[src/rtl/misc_ctrl_pkg.sv]
package misc_ctrl_pkg;
	// Register byte addresses
	localparam logic [7:0] ADDR_MISC_CONTROL_ONE = 8'h20;
	localparam logic [7:0] ADDR_MISC_CONTROL_TWO = 8'h40;
	localparam logic [7:0] RESET_VALUE = 8'h00;
	// Field positions, control one
	localparam int PORTB_SENSE_HI = 7;
	localparam int PORTB_SENSE_LO = 6;
	localparam int CLOCK_OUT_EN_BIT = 5;
	localparam int PORTA_F_SENSE_HI = 4;
	localparam int PORTA_F_SENSE_LO = 3;
	localparam int SLOW_DIV_HI = 2;
	localparam int SLOW_DIV_LO = 1;
	localparam int SLOW_MODE_BIT = 0;
	// Field positions, control two
	localparam int GROUP_A_INV_BIT = 7;
	localparam int GROUP_B_INV_BIT = 6;
	localparam int BEEP_HI = 5;
	localparam int BEEP_LO = 4;
	localparam int TOP_EDGE_BIT = 3;
	localparam int TOP_EN_BIT = 2;
	localparam int SS_SOURCE_BIT = 1;
	localparam int SS_VALUE_BIT = 0;
	// Sensitivity encodings
	localparam logic [1:0] SENSE_FALL_LOW = 2'h0;
	localparam logic [1:0] SENSE_RISE = 2'h1;
	localparam logic [1:0] SENSE_FALL = 2'h2;
	localparam logic [1:0] SENSE_BOTH = 2'h3;
	// Slow divider codes (log2 of divide ratio)
	localparam logic [2:0] CPU_DIV_LOG_NORMAL = 3'h1;
	localparam logic [2:0] CPU_DIV_LOG_4 = 3'h2;
	localparam logic [2:0] CPU_DIV_LOG_8 = 3'h3;
	localparam logic [2:0] CPU_DIV_LOG_16 = 3'h4;
	localparam logic [2:0] CPU_DIV_LOG_32 = 3'h5;
	// Beep half periods in oscillator cycles (16 MHz: 2 kHz, 1 kHz, 500 Hz)
	localparam logic [14:0] BEEP_HALF_2K = 15'h0fa0;
	localparam logic [14:0] BEEP_HALF_1K = 15'h1f40;
	localparam logic [14:0] BEEP_HALF_500 = 15'h3e80;
	localparam logic [1:0] BEEP_OFF = 2'h0;
	localparam logic [1:0] BEEP_2K = 2'h1;
	localparam logic [1:0] BEEP_1K = 2'h2;
	localparam logic [1:0] IRQ_MASK_LEVEL_3 = 2'h3;
endpackage

[src/rtl/misc_irq_clock_control.sv]
// Chosen here: the plain strobed port.
`timescale 1ns/100ps
// Behaviour
// - Port B field bits 7:6: fall+low, rise, fall, both edges.
// - Group B invert flips port B low group; both-edges unchanged.
// - Field bits 4:3 set port A low and port F low groups alike.
// - Group A invert flips port A group only, port F unaffected.
// - Sensitivity fields accept writes only at interrupt mask level 3.
// - Clock-out enable drives oscillator/2 on port F bit 0 pin.
// - Oscillator-half output suspended during active-halt.
// - Slow divider: 00 /4, 10 /8, 01 /16, 11 /32.
// - Slow mode clear gives oscillator/2, set uses divider field.
// - Beep on port F bit 1: off, ~2 kHz, ~1 kHz, ~500 Hz, 50% duty.
// - Beep keeps running during active-halt.
// - Top irq edge: 0 falling, 1 rising; writable only when disabled.
// - Top irq enable gates dedicated pin interrupt requests.
// - Slave-select from pin, or from internal bit when source bit set.
// - Both registers read/write, reset to zero.
module misc_irq_clock_control (
	input wire logic mclk_in, // System clock, stands for oscillator
	input wire logic rst_b_in, // Async reset, active low
	input wire logic [7:0] addr_in, // Register byte address
	input wire logic [7:0] wdata_in, // Write data
	input wire logic wr_in, // Write strobe
	input wire logic rd_in, // Read strobe
	output logic [7:0] rdata_out, // Read data, cycle after strobe
	input wire logic irq_mask_level_high_in, // CPU mask bit 1
	input wire logic irq_mask_level_low_in, // CPU mask bit 0
	input wire logic active_halt_in, // Active-halt power mode
	input wire logic ext_irq_porta_low_in, // Port A group pin level
	input wire logic ext_irq_portf_low_in, // Port F group pin level
	input wire logic ext_irq_portb_low_in, // Port B low group pin level
	input wire logic ext_irq_portb_high_in, // Port B high group pin level
	input wire logic top_level_interrupt_in, // Dedicated top irq pin
	input wire logic slave_select_pin_in, // External slave-select pin
	output logic [3:0] ext_irq_req_out, // Group requests: A, F, B low, B high
	output logic top_irq_req_out, // Top-level interrupt request pulse
	output logic port_f_bit_zero_pin_out, // Clock-out level
	output logic port_f_bit_zero_alt_out, // Clock-out owns the pin
	output logic port_f_bit_one_pin_out, // Beep level
	output logic port_f_bit_one_alt_out, // Beep owns the pin
	output logic cpu_clk_en_out, // CPU clock enable pulse
	output logic [2:0] cpu_div_log_out, // log2 of CPU divide ratio
	output logic slave_select_out, // Slave-select to serial peripheral
	output logic port_c_bit_seven_free_out // Pin free for I/O
);
	// Reset release
	logic [1:0] rst_sync_r;
	logic rst_b;
	// Register file and read port
	logic [7:0] ctl1_r;
	logic [7:0] ctl1_nxt;
	logic [7:0] ctl2_r;
	logic [7:0] ctl2_nxt;
	logic [7:0] rdata_nxt;
	// Pin synchronisers and edge history
	logic [4:0] pin_s1_r;
	logic [4:0] pin_s2_r;
	logic [4:0] pin_d_r;
	logic [4:0] pin_s1_nxt;
	logic [3:0] ext_req_nxt;
	logic top_req_nxt;
	// Clock-out
	logic half_r;
	logic half_nxt;
	logic clk_out_nxt;
	// CPU divider
	logic [4:0] cpu_cnt_r;
	logic [4:0] cpu_cnt_nxt;
	logic [2:0] div_log_nxt;
	logic cpu_en_nxt;
	// Beep tone
	logic [14:0] beep_cnt_r;
	logic [14:0] beep_cnt_nxt;
	logic [14:0] beep_half;
	logic beep_r;
	logic beep_nxt;
	// Slave-select
	logic ss_nxt;
	logic free_nxt;
	// Bus decode
	logic level3;
	logic sel1;
	logic sel2;

	// Reset release through two flops
	always_ff @(posedge mclk_in or negedge rst_b_in) begin
		if (!rst_b_in) begin
			rst_sync_r <= 2'h0;
		end else begin
			rst_sync_r <= {rst_sync_r[0], 1'b1};
		end
	end
	assign rst_b = rst_sync_r[1];

	assign level3 = {irq_mask_level_high_in, irq_mask_level_low_in} == misc_ctrl_pkg::IRQ_MASK_LEVEL_3;
	assign sel1 = addr_in == misc_ctrl_pkg::ADDR_MISC_CONTROL_ONE;
	assign sel2 = addr_in == misc_ctrl_pkg::ADDR_MISC_CONTROL_TWO;

	// Register writes with guarded fields
	always_comb begin
		ctl1_nxt = ctl1_r;
		ctl2_nxt = ctl2_r;
		if (wr_in && sel1) begin
			ctl1_nxt[misc_ctrl_pkg::CLOCK_OUT_EN_BIT] = wdata_in[misc_ctrl_pkg::CLOCK_OUT_EN_BIT];
			ctl1_nxt[misc_ctrl_pkg::SLOW_DIV_HI:0] = wdata_in[misc_ctrl_pkg::SLOW_DIV_HI:0];
			if (level3) begin
				ctl1_nxt[misc_ctrl_pkg::PORTB_SENSE_HI:misc_ctrl_pkg::PORTB_SENSE_LO] =
					wdata_in[misc_ctrl_pkg::PORTB_SENSE_HI:misc_ctrl_pkg::PORTB_SENSE_LO];
				ctl1_nxt[misc_ctrl_pkg::PORTA_F_SENSE_HI:misc_ctrl_pkg::PORTA_F_SENSE_LO] =
					wdata_in[misc_ctrl_pkg::PORTA_F_SENSE_HI:misc_ctrl_pkg::PORTA_F_SENSE_LO];
			end
		end else if (wr_in && sel2) begin
			ctl2_nxt = wdata_in;
			// Edge select frozen while enabled, judged on the old enable
			if (ctl2_r[misc_ctrl_pkg::TOP_EN_BIT]) begin
				ctl2_nxt[misc_ctrl_pkg::TOP_EDGE_BIT] = ctl2_r[misc_ctrl_pkg::TOP_EDGE_BIT];
			end
		end
	end

	// Read mux, unmapped reads zero
	always_comb begin
		rdata_nxt = 8'h00;
		if (rd_in && sel1) begin
			rdata_nxt = ctl1_r;
		end else if (rd_in && sel2) begin
			rdata_nxt = ctl2_r;
		end
	end

	always_ff @(posedge mclk_in or negedge rst_b) begin
		if (!rst_b) begin
			ctl1_r <= misc_ctrl_pkg::RESET_VALUE;
			ctl2_r <= misc_ctrl_pkg::RESET_VALUE;
			rdata_out <= 8'h00;
		end else begin
			ctl1_r <= ctl1_nxt;
			ctl2_r <= ctl2_nxt;
			rdata_out <= rdata_nxt;
		end
	end

	// Sensitivity decode: level request or edge pulse
	function automatic logic sense_hit(input logic [1:0] mode, input logic inv,
			input logic now, input logic prev);
		logic rise;
		logic fall;
		logic act;
		rise = now & ~prev;
		fall = ~now & prev;
		act = inv ? now : ~now;
		case (mode)
			misc_ctrl_pkg::SENSE_FALL_LOW: sense_hit = inv ? (rise | act) : (fall | act);
			misc_ctrl_pkg::SENSE_RISE: sense_hit = inv ? fall : rise;
			misc_ctrl_pkg::SENSE_FALL: sense_hit = inv ? rise : fall;
			default: sense_hit = rise | fall;
		endcase
	endfunction

	// Pin sync and event detection
	always_comb begin
		pin_s1_nxt = {top_level_interrupt_in, ext_irq_portb_high_in, ext_irq_portb_low_in,
			ext_irq_portf_low_in, ext_irq_porta_low_in};
		ext_req_nxt[0] = sense_hit(ctl1_r[misc_ctrl_pkg::PORTA_F_SENSE_HI:misc_ctrl_pkg::PORTA_F_SENSE_LO],
			ctl2_r[misc_ctrl_pkg::GROUP_A_INV_BIT], pin_s2_r[0], pin_d_r[0]);
		ext_req_nxt[1] = sense_hit(ctl1_r[misc_ctrl_pkg::PORTA_F_SENSE_HI:misc_ctrl_pkg::PORTA_F_SENSE_LO],
			1'b0, pin_s2_r[1], pin_d_r[1]);
		ext_req_nxt[2] = sense_hit(ctl1_r[misc_ctrl_pkg::PORTB_SENSE_HI:misc_ctrl_pkg::PORTB_SENSE_LO],
			ctl2_r[misc_ctrl_pkg::GROUP_B_INV_BIT], pin_s2_r[2], pin_d_r[2]);
		ext_req_nxt[3] = sense_hit(ctl1_r[misc_ctrl_pkg::PORTB_SENSE_HI:misc_ctrl_pkg::PORTB_SENSE_LO],
			1'b0, pin_s2_r[3], pin_d_r[3]);
		// Edge chosen by edge bit, gated by enable
		top_req_nxt = ctl2_r[misc_ctrl_pkg::TOP_EN_BIT] &&
			(ctl2_r[misc_ctrl_pkg::TOP_EDGE_BIT] ? (pin_s2_r[4] & ~pin_d_r[4])
			: (~pin_s2_r[4] & pin_d_r[4]));
	end

	always_ff @(posedge mclk_in or negedge rst_b) begin
		if (!rst_b) begin
			pin_s1_r <= 5'h1f;
			pin_s2_r <= 5'h1f;
			pin_d_r <= 5'h1f;
			ext_irq_req_out <= 4'h0;
			top_irq_req_out <= 1'b0;
		end else begin
			pin_s1_r <= pin_s1_nxt;
			pin_s2_r <= pin_s1_r;
			pin_d_r <= pin_s2_r;
			ext_irq_req_out <= ext_req_nxt;
			top_irq_req_out <= top_req_nxt;
		end
	end

	// Clock-out: the half-rate flop runs always, only the pin is gated
	always_comb begin
		half_nxt = ~half_r;
		// Gated ahead of the pin flop so halt silences it within a cycle
		clk_out_nxt = ctl1_r[misc_ctrl_pkg::CLOCK_OUT_EN_BIT] && !active_halt_in && half_r;
	end

	always_ff @(posedge mclk_in or negedge rst_b) begin
		if (!rst_b) begin
			half_r <= 1'b0;
			port_f_bit_zero_pin_out <= 1'b0;
			port_f_bit_zero_alt_out <= 1'b0;
		end else begin
			half_r <= half_nxt;
			port_f_bit_zero_pin_out <= clk_out_nxt;
			port_f_bit_zero_alt_out <= ctl1_r[misc_ctrl_pkg::CLOCK_OUT_EN_BIT];
		end
	end

	// CPU divider: an enable pulse, not a gated clock, to keep one domain
	always_comb begin
		if (!ctl1_r[misc_ctrl_pkg::SLOW_MODE_BIT]) begin
			div_log_nxt = misc_ctrl_pkg::CPU_DIV_LOG_NORMAL;
		end else begin
			case (ctl1_r[misc_ctrl_pkg::SLOW_DIV_HI:misc_ctrl_pkg::SLOW_DIV_LO])
				2'h0: div_log_nxt = misc_ctrl_pkg::CPU_DIV_LOG_4;
				2'h2: div_log_nxt = misc_ctrl_pkg::CPU_DIV_LOG_8;
				2'h1: div_log_nxt = misc_ctrl_pkg::CPU_DIV_LOG_16;
				default: div_log_nxt = misc_ctrl_pkg::CPU_DIV_LOG_32;
			endcase
		end
		// One enable pulse per divided period
		cpu_cnt_nxt = cpu_cnt_r + 5'h01;
		cpu_en_nxt = 1'b0;
		// Compare with >= so a shorter ratio never strands the counter
		if (cpu_cnt_r >= 5'((1 << div_log_nxt) - 1)) begin
			cpu_cnt_nxt = 5'h00;
			cpu_en_nxt = 1'b1;
		end
	end

	always_ff @(posedge mclk_in or negedge rst_b) begin
		if (!rst_b) begin
			cpu_cnt_r <= 5'h00;
			cpu_clk_en_out <= 1'b0;
			cpu_div_log_out <= misc_ctrl_pkg::CPU_DIV_LOG_NORMAL;
		end else begin
			cpu_cnt_r <= cpu_cnt_nxt;
			cpu_clk_en_out <= cpu_en_nxt;
			cpu_div_log_out <= div_log_nxt;
		end
	end

	// Beep tone: half period counter toggling a square wave
	always_comb begin
		case (ctl2_r[misc_ctrl_pkg::BEEP_HI:misc_ctrl_pkg::BEEP_LO])
			misc_ctrl_pkg::BEEP_2K: beep_half = misc_ctrl_pkg::BEEP_HALF_2K;
			misc_ctrl_pkg::BEEP_1K: beep_half = misc_ctrl_pkg::BEEP_HALF_1K;
			default: beep_half = misc_ctrl_pkg::BEEP_HALF_500;
		endcase
		// Active-halt deliberately not gating the beep
		beep_cnt_nxt = beep_cnt_r + 15'h0001;
		beep_nxt = beep_r;
		if (ctl2_r[misc_ctrl_pkg::BEEP_HI:misc_ctrl_pkg::BEEP_LO] == misc_ctrl_pkg::BEEP_OFF) begin
			beep_cnt_nxt = 15'h0000;
			beep_nxt = 1'b0;
		end else if (beep_cnt_r >= beep_half - 15'h0001) begin
			// A code change to a half the count has already passed ends the current half at once
			beep_cnt_nxt = 15'h0000;
			beep_nxt = ~beep_r;
		end
	end

	always_ff @(posedge mclk_in or negedge rst_b) begin
		if (!rst_b) begin
			beep_cnt_r <= 15'h0000;
			beep_r <= 1'b0;
			port_f_bit_one_pin_out <= 1'b0;
			port_f_bit_one_alt_out <= 1'b0;
		end else begin
			beep_cnt_r <= beep_cnt_nxt;
			beep_r <= beep_nxt;
			// Pin copies the next level so it lines up with beep_r
			port_f_bit_one_pin_out <= beep_nxt;
			port_f_bit_one_alt_out <= ctl2_r[misc_ctrl_pkg::BEEP_HI:misc_ctrl_pkg::BEEP_LO]
				!= misc_ctrl_pkg::BEEP_OFF;
		end
	end

	// Slave-select source; the pin is used raw, the peripheral syncs it
	always_comb begin
		ss_nxt = ctl2_r[misc_ctrl_pkg::SS_SOURCE_BIT] ? ctl2_r[misc_ctrl_pkg::SS_VALUE_BIT]
			: slave_select_pin_in;
		free_nxt = ctl2_r[misc_ctrl_pkg::SS_SOURCE_BIT];
	end

	// Deselected after reset, so the peripheral stays idle
	always_ff @(posedge mclk_in or negedge rst_b) begin
		if (!rst_b) begin
			slave_select_out <= 1'b1;
			port_c_bit_seven_free_out <= 1'b0;
		end else begin
			slave_select_out <= ss_nxt;
			port_c_bit_seven_free_out <= free_nxt;
		end
	end
endmodule

[config.mk]
export PLATFORM = sky130hd
export DESIGN_NAME = misc_irq_clock_control
export DESIGN_NICKNAME = d
export VERILOG_FILES = /design/src/rtl/misc_ctrl_pkg.sv /design/src/rtl/misc_irq_clock_control.sv
export SDC_FILE = /design/constraint.sdc
export NUM_CORES = 1
export LEC_CHECK = 0
export BUFFER_PORTS_ARGS = -buffer_cell sky130_fd_sc_hd__buf_2
export CAP_MARGIN = 10
export CORE_UTILIZATION = 47
export CTS_CLUSTER_DIAMETER = 150
export CTS_CLUSTER_SIZE = 40
export DETAILED_ROUTE_END_ITERATION = 6
export MAX_ROUTING_LAYER = met4
export PLACE_DENSITY_LB_ADDON = 0.1
export SYNTH_ARGS = -nofsm -noshare
export SYNTH_HDL_FRONTEND = slang
export SYNTH_SLANG_ARGS = --single-unit
[constraint.sdc]
create_clock -name mclk_in -period 2.8 [get_ports mclk_in]
set_input_delay 0.42 -clock mclk_in [delete_from_list [all_inputs] [get_ports mclk_in]]
set_output_delay 0.42 -clock mclk_in [all_outputs]
set_load 0.01 [all_outputs]
Word-level counts from Yosys, hierarchy flattened
Index checks and enable logic that the tools add are counted.
Cells by class
  div/mod/pow operators: 0
  equality and inequality tests: 11
  add/sub/neg operators: 4
  bitwise logic cells: 34
  muxes and demuxes: 25
  shifts and indexed selects: 1
  reduce and logical (&&, ||, !) cells: 17
  $mul: 0
  magnitude comparators: 2
Operators with widths (number)
  2-to-1 mux 15 bit: 2
  case mux 14 bit (2 select lines): 1
  2-to-1 mux 8 bit: 2
  adder 15 x 1 -> 15 bit, second input constant: 1
  >= comparator 15 bit: 1
  subtractor 14 x 1 -> 15 bit, second input constant: 1
  inverter 1 bit: 14
  2-to-1 mux 1 bit: 13
  case mux 1 bit (3 select lines): 4
  bitwise AND 1 bit: 10
  == test 2 bit, second input constant: 5
  bitwise OR 1 bit: 10
  case mux 3 bit (3 select lines): 1
  == test 2 x 1 -> 1 bit, second input constant: 4
  == test 8 x 6 -> 1 bit, second input constant: 1
  == test 8 x 7 -> 1 bit, second input constant: 1
  zero test 2 bit: 4
  logical AND 1 bit: 7
  adder 5 x 1 -> 5 bit, second input constant: 1
  >= comparator 5 bit: 1
  2-to-1 mux 5 bit: 1
  left shift 1 x 3 -> 5 bit, first input constant: 1
  subtractor 5 x 2 -> 5 bit, second input constant: 1
  AND reduction 2 bit: 2
  4 further kinds: 5
Storage, ports and cells
  memories kept: 0
  register bits after elaboration: 77
  output and inout bits: 23
  RAM bits: 0
  logic and storage cells: 116
  ROM bits: 0
  bits in latches: 0
  input bits: 29

Depth between registers and ports, before layout
Gate-level depths: netlist of the first run.
  word-level depth: 7
  depth in mapped cells: 10
  depth with buffers taken out: 9

Worst setup path before layout of the first run
Ideal clock, no wire load.
  kind: flip-flop to flip-flop
  from: register ctl2_r[4]
  to: register beep_r
  period minus slack after synthesis: 2228 ps
  path slack: 572 ps
  path buffers: 0
  stages on the path, launching flop included: 10
  arrival: 2104 ps
  library setup time: 125 ps
  cell sequence: dfrtp_1 -> inv_1 -> ha_1 -> inv_1 -> ha_1 -> nand4_1 -> o22ai_1 -> a21oi_1 -> o41ai_4 -> mux2_2
Between the ends
  word-level cells in the longest chain between the ends: 5
  elaborated cells between the ends (all ways): 8
RTL lines
  start, declared: RTL line misc_irq_clock_control.sv:53  | logic [7:0] ctl2_r;
  start signal, assigned: RTL line misc_irq_clock_control.sv:135  | ctl2_r <= misc_ctrl_pkg::RESET_VALUE;
  start signal, assigned: RTL line misc_irq_clock_control.sv:139  | ctl2_r <= ctl2_nxt;
  == test 2 bit or == test 2 x 1 -> 1 bit (tied branches): RTL line misc_irq_clock_control.sv:250  | case (ctl2_r[misc_ctrl_pkg::BEEP_HI:misc_ctrl_pkg::BEEP_LO])
  case mux 14 bit (2 select lines): RTL line misc_irq_clock_control.sv:250
  subtractor 14 x 1 -> 15 bit: RTL line misc_irq_clock_control.sv:261  | end else if (beep_cnt_r >= beep_half - 15'h0001) begin
  >= comparator 15 bit: RTL line misc_irq_clock_control.sv:261
  nonzero test 2 bit (no source line)
  end signal, assigned: RTL line misc_irq_clock_control.sv:276  | beep_r <= beep_nxt;
  end, declared: RTL line misc_irq_clock_control.sv:76  | logic beep_r;
Parallel ways exist; a longest one is shown, timed or not.
A chain may end at the register's enable or synchronous reset.

Worst setup path after layout of the first run
Same ends and word-level chain as after synthesis.

==> results of run 1 <==
## per-layer routing
metal | part of all wire | vias to the layer above | wire, µm | track usage
li1 | - | 1104 | - | -
met1 | 0.47 | 1094 | 2780 | 0.213
met2 | 0.47 | 31 | 2800 | 0.277
met3 | 0.038 | 10 | 222 | 0.0405
met4 | 0.017 | 0 | 101 | 0.0836
met5 | 0 | - | 0 | -
## power groups by stage
| stage | registers (mW) | clock network, mW | logic (mW) |
|---|---|---|---|
| 3_3_place_gp | 1.24 | 0 | 0.179 |
| 6_report | 1.22 | 0.733 | 0.180 |
| 5_1_grt | 1.24 | 0.808 | 0.209 |
| 2_1_floorplan | 1.24 | 0 | 0.109 |
| 3_5_place_dp | 1.24 | 0 | 0.182 |
| 4_1_cts | 1.22 | 0.765 | 0.184 |
## cells by family after synthesis
group | Yosys count | share of synthesized area
and+or+nand+nor | 80 | 0.125
DFF | 77 | 0.560
AOI/OAI and AO/OA | 37 | 0.0805
adders and majority gates | 29 | 0.104
buffers and inverters | 25 | 0.0273
muxes | 20 | 0.0640
xor gates and xnor gates | 15 | 0.0378
other | 1 | 0.00108
## metrics by stage
stage	cell area [µm²]	utilization	power [mW]	hold slack, ns	worst slack [ns]
after floorplan	3480	-	1.35	0.124	0.526
after global placement	3880	0.538	1.42	0.206	0.561
after detailed placement	3880	0.538	1.43	0.208	0.506
after CTS	4060	0.563	2.17	0.150	0.490
after global routing	4060	0.563	2.25	0.143	0.328
final	4060	0.563	2.14	0.170	0.513
## critical path, stage by stage (launching register included)
cell	delay [ns]
dfrtp_1	0.39
inv_1	0.08
ha_1	0.35
inv_1	0.06
ha_1	0.31
nand4_1	0.12
o22ai_1	0.14
a21oi_1	0.09
o41ai_4	0.27
mux2_2	0.37
## cell usage in the layout, fill, tap and decap left out, types with 10 or more instances in the layout
master     n
dfrtp_1   59
buf_2     51
nor2_1    34
ha_1      29
inv_1     24
mux2_2    17
dfstp_2   17
nand2_1   11
a21oi_1   10
clkbuf_8  10
## state kept, by name, indices dropped and copies added, names as in the netlist
name                       count
beep_cnt_r                    15
ctl1_r                         8
ctl2_r                         8
rdata_out                      8
cpu_cnt_r                      5
pin_d_r                        5
pin_s1_r                       5
pin_s2_r                       5
ext_irq_req_out                4
cpu_div_log_out                3
rst_sync_r                     2
beep_r                         1
cpu_clk_en_out                 1
half_r                         1
port_c_bit_seven_free_out      1
port_f_bit_one_alt_out         1
port_f_bit_zero_alt_out        1
port_f_bit_zero_pin_out        1
slave_select_out               1
top_irq_req_out                1
## worst max-delay path by stage
stage / startpoint / endpoint / slack [ns] / cells past startpoint
4_1_cts: ctl2_r[4] / beep_r / 0.49 / 9
2_1_floorplan: rst_sync_r[1] / beep_cnt_r[0] / 0.53 / 0
3_3_place_gp: ctl2_r[4] / beep_r / 0.56 / 9
3_5_place_dp: ctl2_r[4] / beep_r / 0.51 / 9
6_report: ctl2_r[4] / beep_r / 0.51 / 9
5_1_grt: ctl2_r[4] / beep_cnt_r[7] / 0.33 / 8
## layout make-up
class / instances / share of cell area
multi-input cells: 183 / 0.354
clock inverters: 5 / 0.00678
clock buffers: 11 / 0.0348
repair buffers: 55 / 0.0708
well taps: 99 / 0.0305
flip-flops and latches: 77 / 0.480
inverters: 24 / 0.0222
==> results.md, run 1 <==
* Run status: finished clean
* Area grow syn2layout at 16.8%
* Int Power at 1.60 mW
* Synth Warn # at 0
* Synth Instances at 284
* Nets at 408
* IO Pins at 52
* Mapped cell area at 3480 µm²
* Actual slew at the worst max-slew pin at 0.946 ns
* GRT Overall Usage at 0.175
* CP Launch Type: flip-flop
* Antenna Nets Post-Route at 0
* Max_slew headroom at 0.370
* Worst Reg-to-Reg Cells at 9
* Fillers at 645
* Synth cell count leaders: dfrtp_1 (60), nor2_1 (34), ha_1 (29)
* DRC at 0
* Sequential share of the synthesized area at 0.560
* CP max FO at 4
* Clk slew on worst S/H paths at 0.08 ns
* Yosys cell types at 43
* CP Class: reg -> reg
* Max-cap violations at 0
* Final worst path period share at 0.817
* Min cycle time layout at 2.29 ns
* Post-synth top area cell: dfrtp_1
* R2r endpoint: beep_r
* DP HPWL at 4.08 mm
* Routed WL at 5.90 mm
* Vias post-DR at 2239
* RSZ-0062 raised after global routing: no
* GP Congestion at 0.838
* DR WL/cell at 13.0 µm
* Sequential share of power at 0.572
* Peak supply drop at 347 µV
* Row cnt at 31
* Min-Delay Startpoint: ext_irq_portf_low_in
* Core area at 7210 µm²
* Count leader, synth: dfrtp_1
* Top cell type's share of synthesized area at 0.431
* CTS Buffer Depth at 2
* CTS buffer count at 9
* Cts hold-fix bufs at 1
* Setup Fix Bufs, Post-CTS at 0
* FF/Latch Area at 1950 µm²
* PwrDens at 526 nW/µm²
* Reg2reg start: ctl2_r[4]
* CTS sink cnt at 77
* Vias in the first global route at 2248
* 1st-iter DRT viols at 82
* Largest net degree at the start of global routing at 76
* Max Slew Vio Count at 0
* Combinational share of power at 0.084
* R2R Setup Slk at 0.51 ns
* Die ar. at 7750 µm²
* Worst Path Required at 3.03 ns
* CTS H-tree depth at 3
* Ys flop type: dfrtp_1
* Leak at 1.96 nW
* FMAX at 437 MHz
* Root Buffer: clkbuf_8
* DR vias/cell at 4.93
* Die W at 88.0 µm
* # setup viols final at 0
* Setup crit end kind: flip-flop
* TNS Setup at 0 ns
* Top post-synthesis cells by area: dfrtp_1 (43%), dfstp_2 (13%), ha_1 (10%)
* Hold Path Sink: pin_s1_r[1]
* Cell Count, Final, Fillers Out at 454
* Initial core utilization at 0.482
* Placed insts at 437
* Clk_skew at 0.00991 ns
* Sw Share at 0.251
* Global-route wire length before repair at 9.93 mm
* Clk network pwr share at 0.343
* WP data arrival at 2.52 ns
* Avg Cell Area, Syn at 12.3 µm²
* Post-synth EDFFs at 0
* IO Port Bufs at 51
* P_sw at 0.537 mW
* Hold Fails Final Rpt at 0
* CTS tree: built
* DRT Pass-1 Iters at 4
* Hold Path Class: in -> reg
* Initial antenna violation count at 0
* Worst-Skew Late Latency at 0.35 ns
* Post-synthesis register bit count at 77
* Total grt overflow at 0
* Hold depth at 1
* Ys async rst share at 1.00
* Layout cells sized above 1 at 0.318
* # diodes at 0
* CTS resizes at 0
* Multi-input gate area at 1440 µm²
* Die Height at 88.0 µm
Power figures use the tool's default switching activity.
==> run 2, diff against run 1 <==
--- a/config.mk
+++ b/config.mk
@@ -5,6 +5,7 @@
 export SDC_FILE = /design/constraint.sdc
 export NUM_CORES = 1
 export LEC_CHECK = 0
+export ABC_AREA = 1
 export BUFFER_PORTS_ARGS = -buffer_cell sky130_fd_sc_hd__buf_2
 export CAP_MARGIN = 10
 export CORE_UTILIZATION = 47
==> constraint.sdc (replaced) <==
create_clock -name mclk_in -period 1.8 [get_ports mclk_in]
set_input_delay 0.27 -clock mclk_in [delete_from_list [all_inputs] [get_ports mclk_in]]
set_output_delay 0.27 -clock mclk_in [all_outputs]
set_load 0.01 [all_outputs]
==> run 2 against run 1 <==
- cell count up 30%
- synthesized area increased by 6.1%
- critical path depth is 5 higher
- worst setup slack lost 0.53 ns
- largest power group unchanged
- sequential power is 54% higher
- count of clock-buffer cells in the layout is 3 higher
- hold slack got worse by 0.14 ns
- core utilization up 5.2 points
- register-to-register slack worse by 0.53 ns
- largest cell class unchanged
- the run now ends with setup timing left
- clock skew decreased by 0.0017 ns
- combinational power up 140%
- critical endpoint unchanged
- sequential share of layout area is 5.3 points lower
==> results.md, run 2 <==
* Largest net degree at the start of global routing at 30
* CTS H-tree depth at 3
* CP most frequent cell: nand2_1
* Max stage delay on crit path at 0.39 ns
* Commonest non-fill, non-tap cell in the layout: nand2_1
* WP data arrival at 2.06 ns
* # diodes at 0
* Row cnt at 31
* Vias in the first global route at 2773
* Core area at 7410 µm²
* Met2 GRT Util at 0.324
* Post-synth top area cell: dfrtp_1
* Ys flop type: dfrtp_1
* Peak supply drop at 481 µV
* Vias post-DR at 2845
* Worst-Skew Late Latency at 0.34 ns
* 1st-iter DRT viols at 145
* Mapped cell area at 3690 µm²
* Top cell type's share of synthesized area at 0.407
* Post-synth EDFFs at 0
* Final worst path period share at 1.01
* Avg Cell Area, Syn at 9.10 µm²
* Run status: complete, but fails checks
* CTS buffer count at 9
* Count leader, synth: nand2_1
* Hold Fails Final Rpt at 0
* Max Slew Vio Count at 0
* Pwr Total at 3.58 mW
* GRT Overall Usage at 0.208
* FF/Latch Area at 1950 µm²
* Reg with most FFs: beep_cnt_r
* Setup crit end kind: flip-flop
* Leak at 2.24 nW
* Global-route wire length before repair at 13.0 mm
* Actual slew at the worst max-slew pin at 0.546 ns
* Synth Warn # at 0
* Routed WL at 7.57 mm
* Largest register FFs at 15
* PwrDens at 787 nW/µm²
* Initial antenna violation count at 0
* DRC at 0
* CP max FO at 8
* Initial core utilization at 0.499
* Failing checks: setup timing
* Die W at 90.7 µm
* Max_slew headroom at 0.636
* Commonest non-fill, non-tap cells in the layout: nand2_1 (73), inv_1 (60), dfrtp_1 (59)
* Final design area excluding fillers at 4560 µm²
* RSZ-0062 raised after global routing: yes
* IO Port Bufs at 51
* Critical path cell sequence: inv_2 -> ha_4 -> inv_2 -> ha_4 -> nand2_1 -> nand2_1 -> nand2_1 -> nand2_1 -> inv_1 -> nand2_2 -> nand2_4 -> nand2_8 -> nand2_1 -> nand2_1
* Met3 Use GR at 0.0539
* Synth cell count leaders: nand2_1 (77), inv_1 (64), dfrtp_1 (60)
* Crit-path slowest cell: dfrtp_1
* Synth Instances at 406
* DR WL/cell at 12.9 µm
* Yosys cell types at 29
* Met1 GRT Util at 0.271
* # setup viols final at 14
* Ys async rst share at 1.00
* Nets at 543
* Worst Path Required at 2.04 ns
* Sequential share of the synthesized area at 0.527
* Top post-synthesis cells by area: dfrtp_1 (41%), dfstp_2 (12%), ha_1 (9.8%)
* Clk slew on worst S/H paths at 0.08 ns
* Root Buffer: clkbuf_8
* FMAX at 549 MHz
* Die Height at 90.7 µm
* CTS tree: built
* GP Congestion at 0.923
* CP Launch Type: flip-flop
* DRT Pass-1 Iters at 4
* Antenna Nets Post-Route at 0
* Final worst slack at -0.0208 ns
* CTS sink cnt at 77
* Min cycle time layout at 1.82 ns
* TNS Setup at -0.151 ns
* Die ar. at 8220 µm²
* Hold Path Class: in -> reg
* Layout cells sized above 1 at 0.253
* Max-cap violations at 0
* Area grow syn2layout at 23.4%
* Worst slack at placement at -0.0854 ns
* Busiest grt layer: met2
* CTS Buffer Depth at 2
* Clk_skew at 0.00824 ns
* Total grt overflow at 0
* DR vias/cell at 4.83
* Fillers at 652
* IO Pins at 52
* DP Area at 4150 µm²
* DP HPWL at 5.56 mm
* Multi-input gate area at 1610 µm²
* Post-synthesis register bit count at 77
* CP Class: reg -> reg
run 2: area by class of cell:
cell class	instances	area share
Sequential cell	77	0.428
Multi-Input combinational cell	264	0.354
Timing Repair Buffer	68	0.0931
Inverter	65	0.0541
Clock buffer	14	0.0406
Tap cell	99	0.0272
Clock inverter	2	0.00302
run 2: timing repair:
action                                  in CTS  in global routing
endpoints found under the hold margin        2                  4
endpoints found under the setup margin      16                 21
cloned                                       1                  0
gates resized for setup                     23                  4
hold buffers                                 1                  4
pin swaps                                    2                  4
buffers inserted                             2                  3
run 2: critical path, delay by kind of cell (launching register included):
family        cells  cell delay (ns)
simple gates      9             0.61
fa+ha+maj         2             0.52
flops             1             0.39
buf+inv           3             0.19
run 2: report_power, final:
group | switching [mW] | leakage (nW) | total, mW | internal [mW]
registers | 0.0566 | 0.988 | 1.88 | 1.82
clock network | 0.604 | 0.101 | 1.28 | 0.672
logic | 0.236 | 1.15 | 0.433 | 0.197
total | 0.896 | 2.24 | 3.58 | 2.69
run 2: per-stage QoR:
step,hold slack [ns],utilization,cells
after floorplan,-0.0256,-,407
after global placement,0.0556,0.560,562
after detailed placement,0.0596,0.560,562
after CTS,0.00410,0.604,582
after global routing,0.00278,0.615,589
final,0.0266,0.615,589
run 2: logic make-up (layout without fill, tap and decap cells):
family	count (synthesis)	count (layout)	share of synthesized area
other	1	2	0.00102
XOR/XNOR	14	14	0.0332
buffers and inverters	67	149	0.0715
flip-flops	77	77	0.527
adder cells (fa/ha/maj)	29	29	0.0982
AO/OA/AOI/OAI	48	48	0.0705
multiplexers	1	1	0.00305
AND/OR/NAND/NOR	169	170	0.195
run 2: worst paths after layout:
| path | to | slack [ns] | from | cells past startpoint |
|---|---|---|---|---|
| setup / recovery | beep_r | -0.02 | ctl2_r[4] | 14 |
| hold / removal | pin_s1_r[1] | 0.03 | ext_irq_portf_low_in | 1 |
| setup reg to reg | beep_r | -0.02 | ctl2_r[4] | 14 |
| hold reg to reg | cpu_cnt_r[2] | 0.25 | rst_sync_r[1] | 0 |
| max in group asynchronous | pin_d_r[0] | 0.93 | rst_sync_r[1] | 1 |
| min in group asynchronous | rst_sync_r[0] | 0.24 | rst_b_in | 2 |
run 2: layer usage:
metal,wire [µm],part of all wire,vias up
met2,3600,0.48,58
met3,291,0.038,10
met1,3590,0.47,1336
met4,87,0.011,0
li1,-,-,1441
met5,0,0,-
==> run 3, diff against run 2 <==
--- a/config.mk
+++ b/config.mk
@@ -8,7 +8,8 @@
 export ABC_AREA = 1
 export BUFFER_PORTS_ARGS = -buffer_cell sky130_fd_sc_hd__buf_2
 export CAP_MARGIN = 10
-export CORE_UTILIZATION = 47
+export CORE_ASPECT_RATIO = 2
+export CORE_UTILIZATION = 51
 export CTS_CLUSTER_DIAMETER = 150
 export CTS_CLUSTER_SIZE = 40
 export DETAILED_ROUTE_END_ITERATION = 6
==> run 3 against run 2 <==
- the flow still finishes with violations (setup timing)
- clock power increased by 44%
- cell count fell by 2.5%
- total power increased by 15%
- critical path type unchanged
- largest cell class unchanged
==> results.md, run 3 (same netlist as run 2, synthesis figures left out) <==
* 1st-iter DRT viols at 135
* R2r endpoint: beep_cnt_r[13]
* Reg with most FFs: beep_cnt_r
* Combinational share of power at 0.101
* Root Buffer: clkbuf_16
* Worst-Skew Late Latency at 0.34 ns
* Max-cap violations at 0
* Routed WL at 8.14 mm
* Row cnt at 43
* CP max FO at 8
* Worst slack at placement at -0.100 ns
* CP Launch Type: flip-flop
* GP Congestion at 0.955
* Initial core utilization at 0.532
* CP Class: reg -> reg
* TNS Setup at -1.10 ns
* Hold depth at 1
* PwrDens at 899 nW/µm²
* Sw Share at 0.250
* Clk slew on worst S/H paths at 0.06 ns
* Peak supply drop at 774 µV
* IO Pins at 52
* Run status: complete, but fails checks
* CTS H-tree depth at 3
* RSZ-0062 raised after global routing: yes
* Hold Path Sink: pin_s1_r[2]
* P_sw at 1.03 mW
* Min cycle time layout at 1.88 ns
* Nets at 537
* Sequential share of power at 0.454
* Setup crit end kind: flip-flop
* Largest register FFs at 15
* # diodes at 0
* Vias in the first global route at 3025
* Layout cells sized above 1 at 0.264
* Leak at 2.26 nW
* Commonest non-fill, non-tap cells in the layout: nand2_1 (71), inv_1 (59), dfrtp_1 (58)
* Global-route wire length before repair at 13.5 mm
* Final design area excluding fillers at 4590 µm²
* CTS Buffer Depth at 2
* Reg2reg start: ctl2_r[4]
* Initial antenna violation count at 0
* Total grt overflow at 0
* Commonest non-fill, non-tap cell in the layout: nand2_1
* Max Slew Vio Count at 0
* Clk network pwr share at 0.445
* Int Power at 3.09 mW
* Worst Reg-to-Reg Cells at 13
* Failing checks: setup timing
* Area grow syn2layout at 24.2%
* WP data arrival at 2.10 ns
* DR WL/cell at 14.2 µm
* Core area at 6940 µm²
* Worst Path Required at 2.02 ns
* Die Height at 122 µm
* FMAX at 532 MHz
* IO Port Bufs at 51
* R2R Setup Slk at -0.08 ns
* Min-Delay Startpoint: ext_irq_portb_low_in
* Final worst path period share at 1.04
* CTS tree: built
* Die W at 62.2 µm
* Fillers at 564
* DP Area at 4120 µm²
* GRT Overall Usage at 0.245
* DRT Pass-1 Iters at 4
* Hold Path Class: in -> reg
* DR vias/cell at 5.10
* Hold Fails Final Rpt at 0
* CTS buffer count at 9
* Final worst slack at -0.0799 ns
* Largest net degree at the start of global routing at 76
* # setup viols final at 16
* CTS sink cnt at 77
* DRC at 0
* Clk_skew at 0.0116 ns
* DP HPWL at 5.79 mm
* Antenna Nets Post-Route at 0
* Die ar. at 7610 µm²
* Vias post-DR at 2930
==> run 3: changes by cell type in the layout (fill, tap and decap cells not counted), moves of 2 or more <==
cell           change
clkbuf_8           -9
nand2_1            -2
clkinvlp_4         +2
inv_6              +4
dlygate4sd3_1      -4
clkbuf_16          +7
clkbuf_1           -3
==> run 3: worst max-delay path by stage <==
| stage | startpoint | end | slack (ns) | cells after the start |
|---|---|---|---|---|
| after floorplan | ctl2_r[4] | beep_cnt_r[3] | 0.01 | 13 |
| after global placement | ctl2_r[4] | beep_cnt_r[13] | -0.04 | 12 |
| after detailed placement | ctl2_r[4] | beep_cnt_r[13] | -0.10 | 13 |
| after CTS | ctl2_r[4] | beep_cnt_r[13] | -0.02 | 13 |
| after global routing | ctl2_r[4] | beep_cnt_r[13] | -0.19 | 12 |
| final | ctl2_r[4] | beep_cnt_r[13] | -0.08 | 13 |
==> run 3: power by group through the flow <==
stage	sequential (mW)	clock, mW	combinational [mW]
after floorplan	1.93	0	0.205
after global placement	1.90	0	0.367
after detailed placement	1.90	0	0.378
after CTS	1.87	1.87	0.410
after global routing	1.88	1.94	0.470
final	1.87	1.84	0.416
==> run 3: routing by layer <==
metal  wire length [µm]  part of all wire  global-route usage
met5                  0                 0                   -
met4                524             0.064               0.188
met3                287             0.035              0.0493
met2               4490              0.55               0.427
met1               2840              0.35               0.235
==> run 3: worst max-delay path, cell delays in order (launching register included) <==
cell,delay [ns]
dfrtp_1,0.40
inv_2,0.08
ha_4,0.32
inv_2,0.05
ha_4,0.27
nand2_1,0.05
nand2_1,0.06
nand2_1,0.06
nand2_2,0.07
inv_1,0.06
nand2_2,0.08
nand2_4,0.10
nand2_8,0.12
nor2_1,0.05
==> run 3: timing repair <==
| action | 4_1_cts | 5_1_grt |
|---|---|---|
| hold endpoints to repair | 2 | 0 |
| setup buffers | 2 | 1 |
| endpoints found under the setup margin | 16 | 18 |
| hold buffers | 1 | 0 |
| gates resized for setup | 20 | 11 |
| pin swaps | 10 | 9 |
| cloned | 1 | 0 |
==> run 3: final cells by class <==
type / count / area, µm² / area share
Sequential cell: 77 / 1950 / 0.425
Multi-Input combinational cell: 264 / 1610 / 0.352
Timing Repair Buffer: 62 / 357 / 0.0777
Inverter: 65 / 249 / 0.0543
Clock buffer: 9 / 225 / 0.0491
Tap cell: 90 / 113 / 0.0245
Clock inverter: 7 / 80.1 / 0.0175
==> run 3: through the flow <==
| step | hold WS (ns) | total power [mW] | utilization | cells |
|---|---|---|---|---|
| floorplan | -0.0256 | 2.13 | - | 407 |
| global placement | 0.0554 | 2.27 | 0.594 | 553 |
| detailed placement | 0.0581 | 2.28 | 0.594 | 553 |
| CTS | 0.0119 | 4.16 | 0.656 | 573 |
| global route | 0.0156 | 4.29 | 0.661 | 574 |
| finish | 0.0236 | 4.12 | 0.661 | 574 |
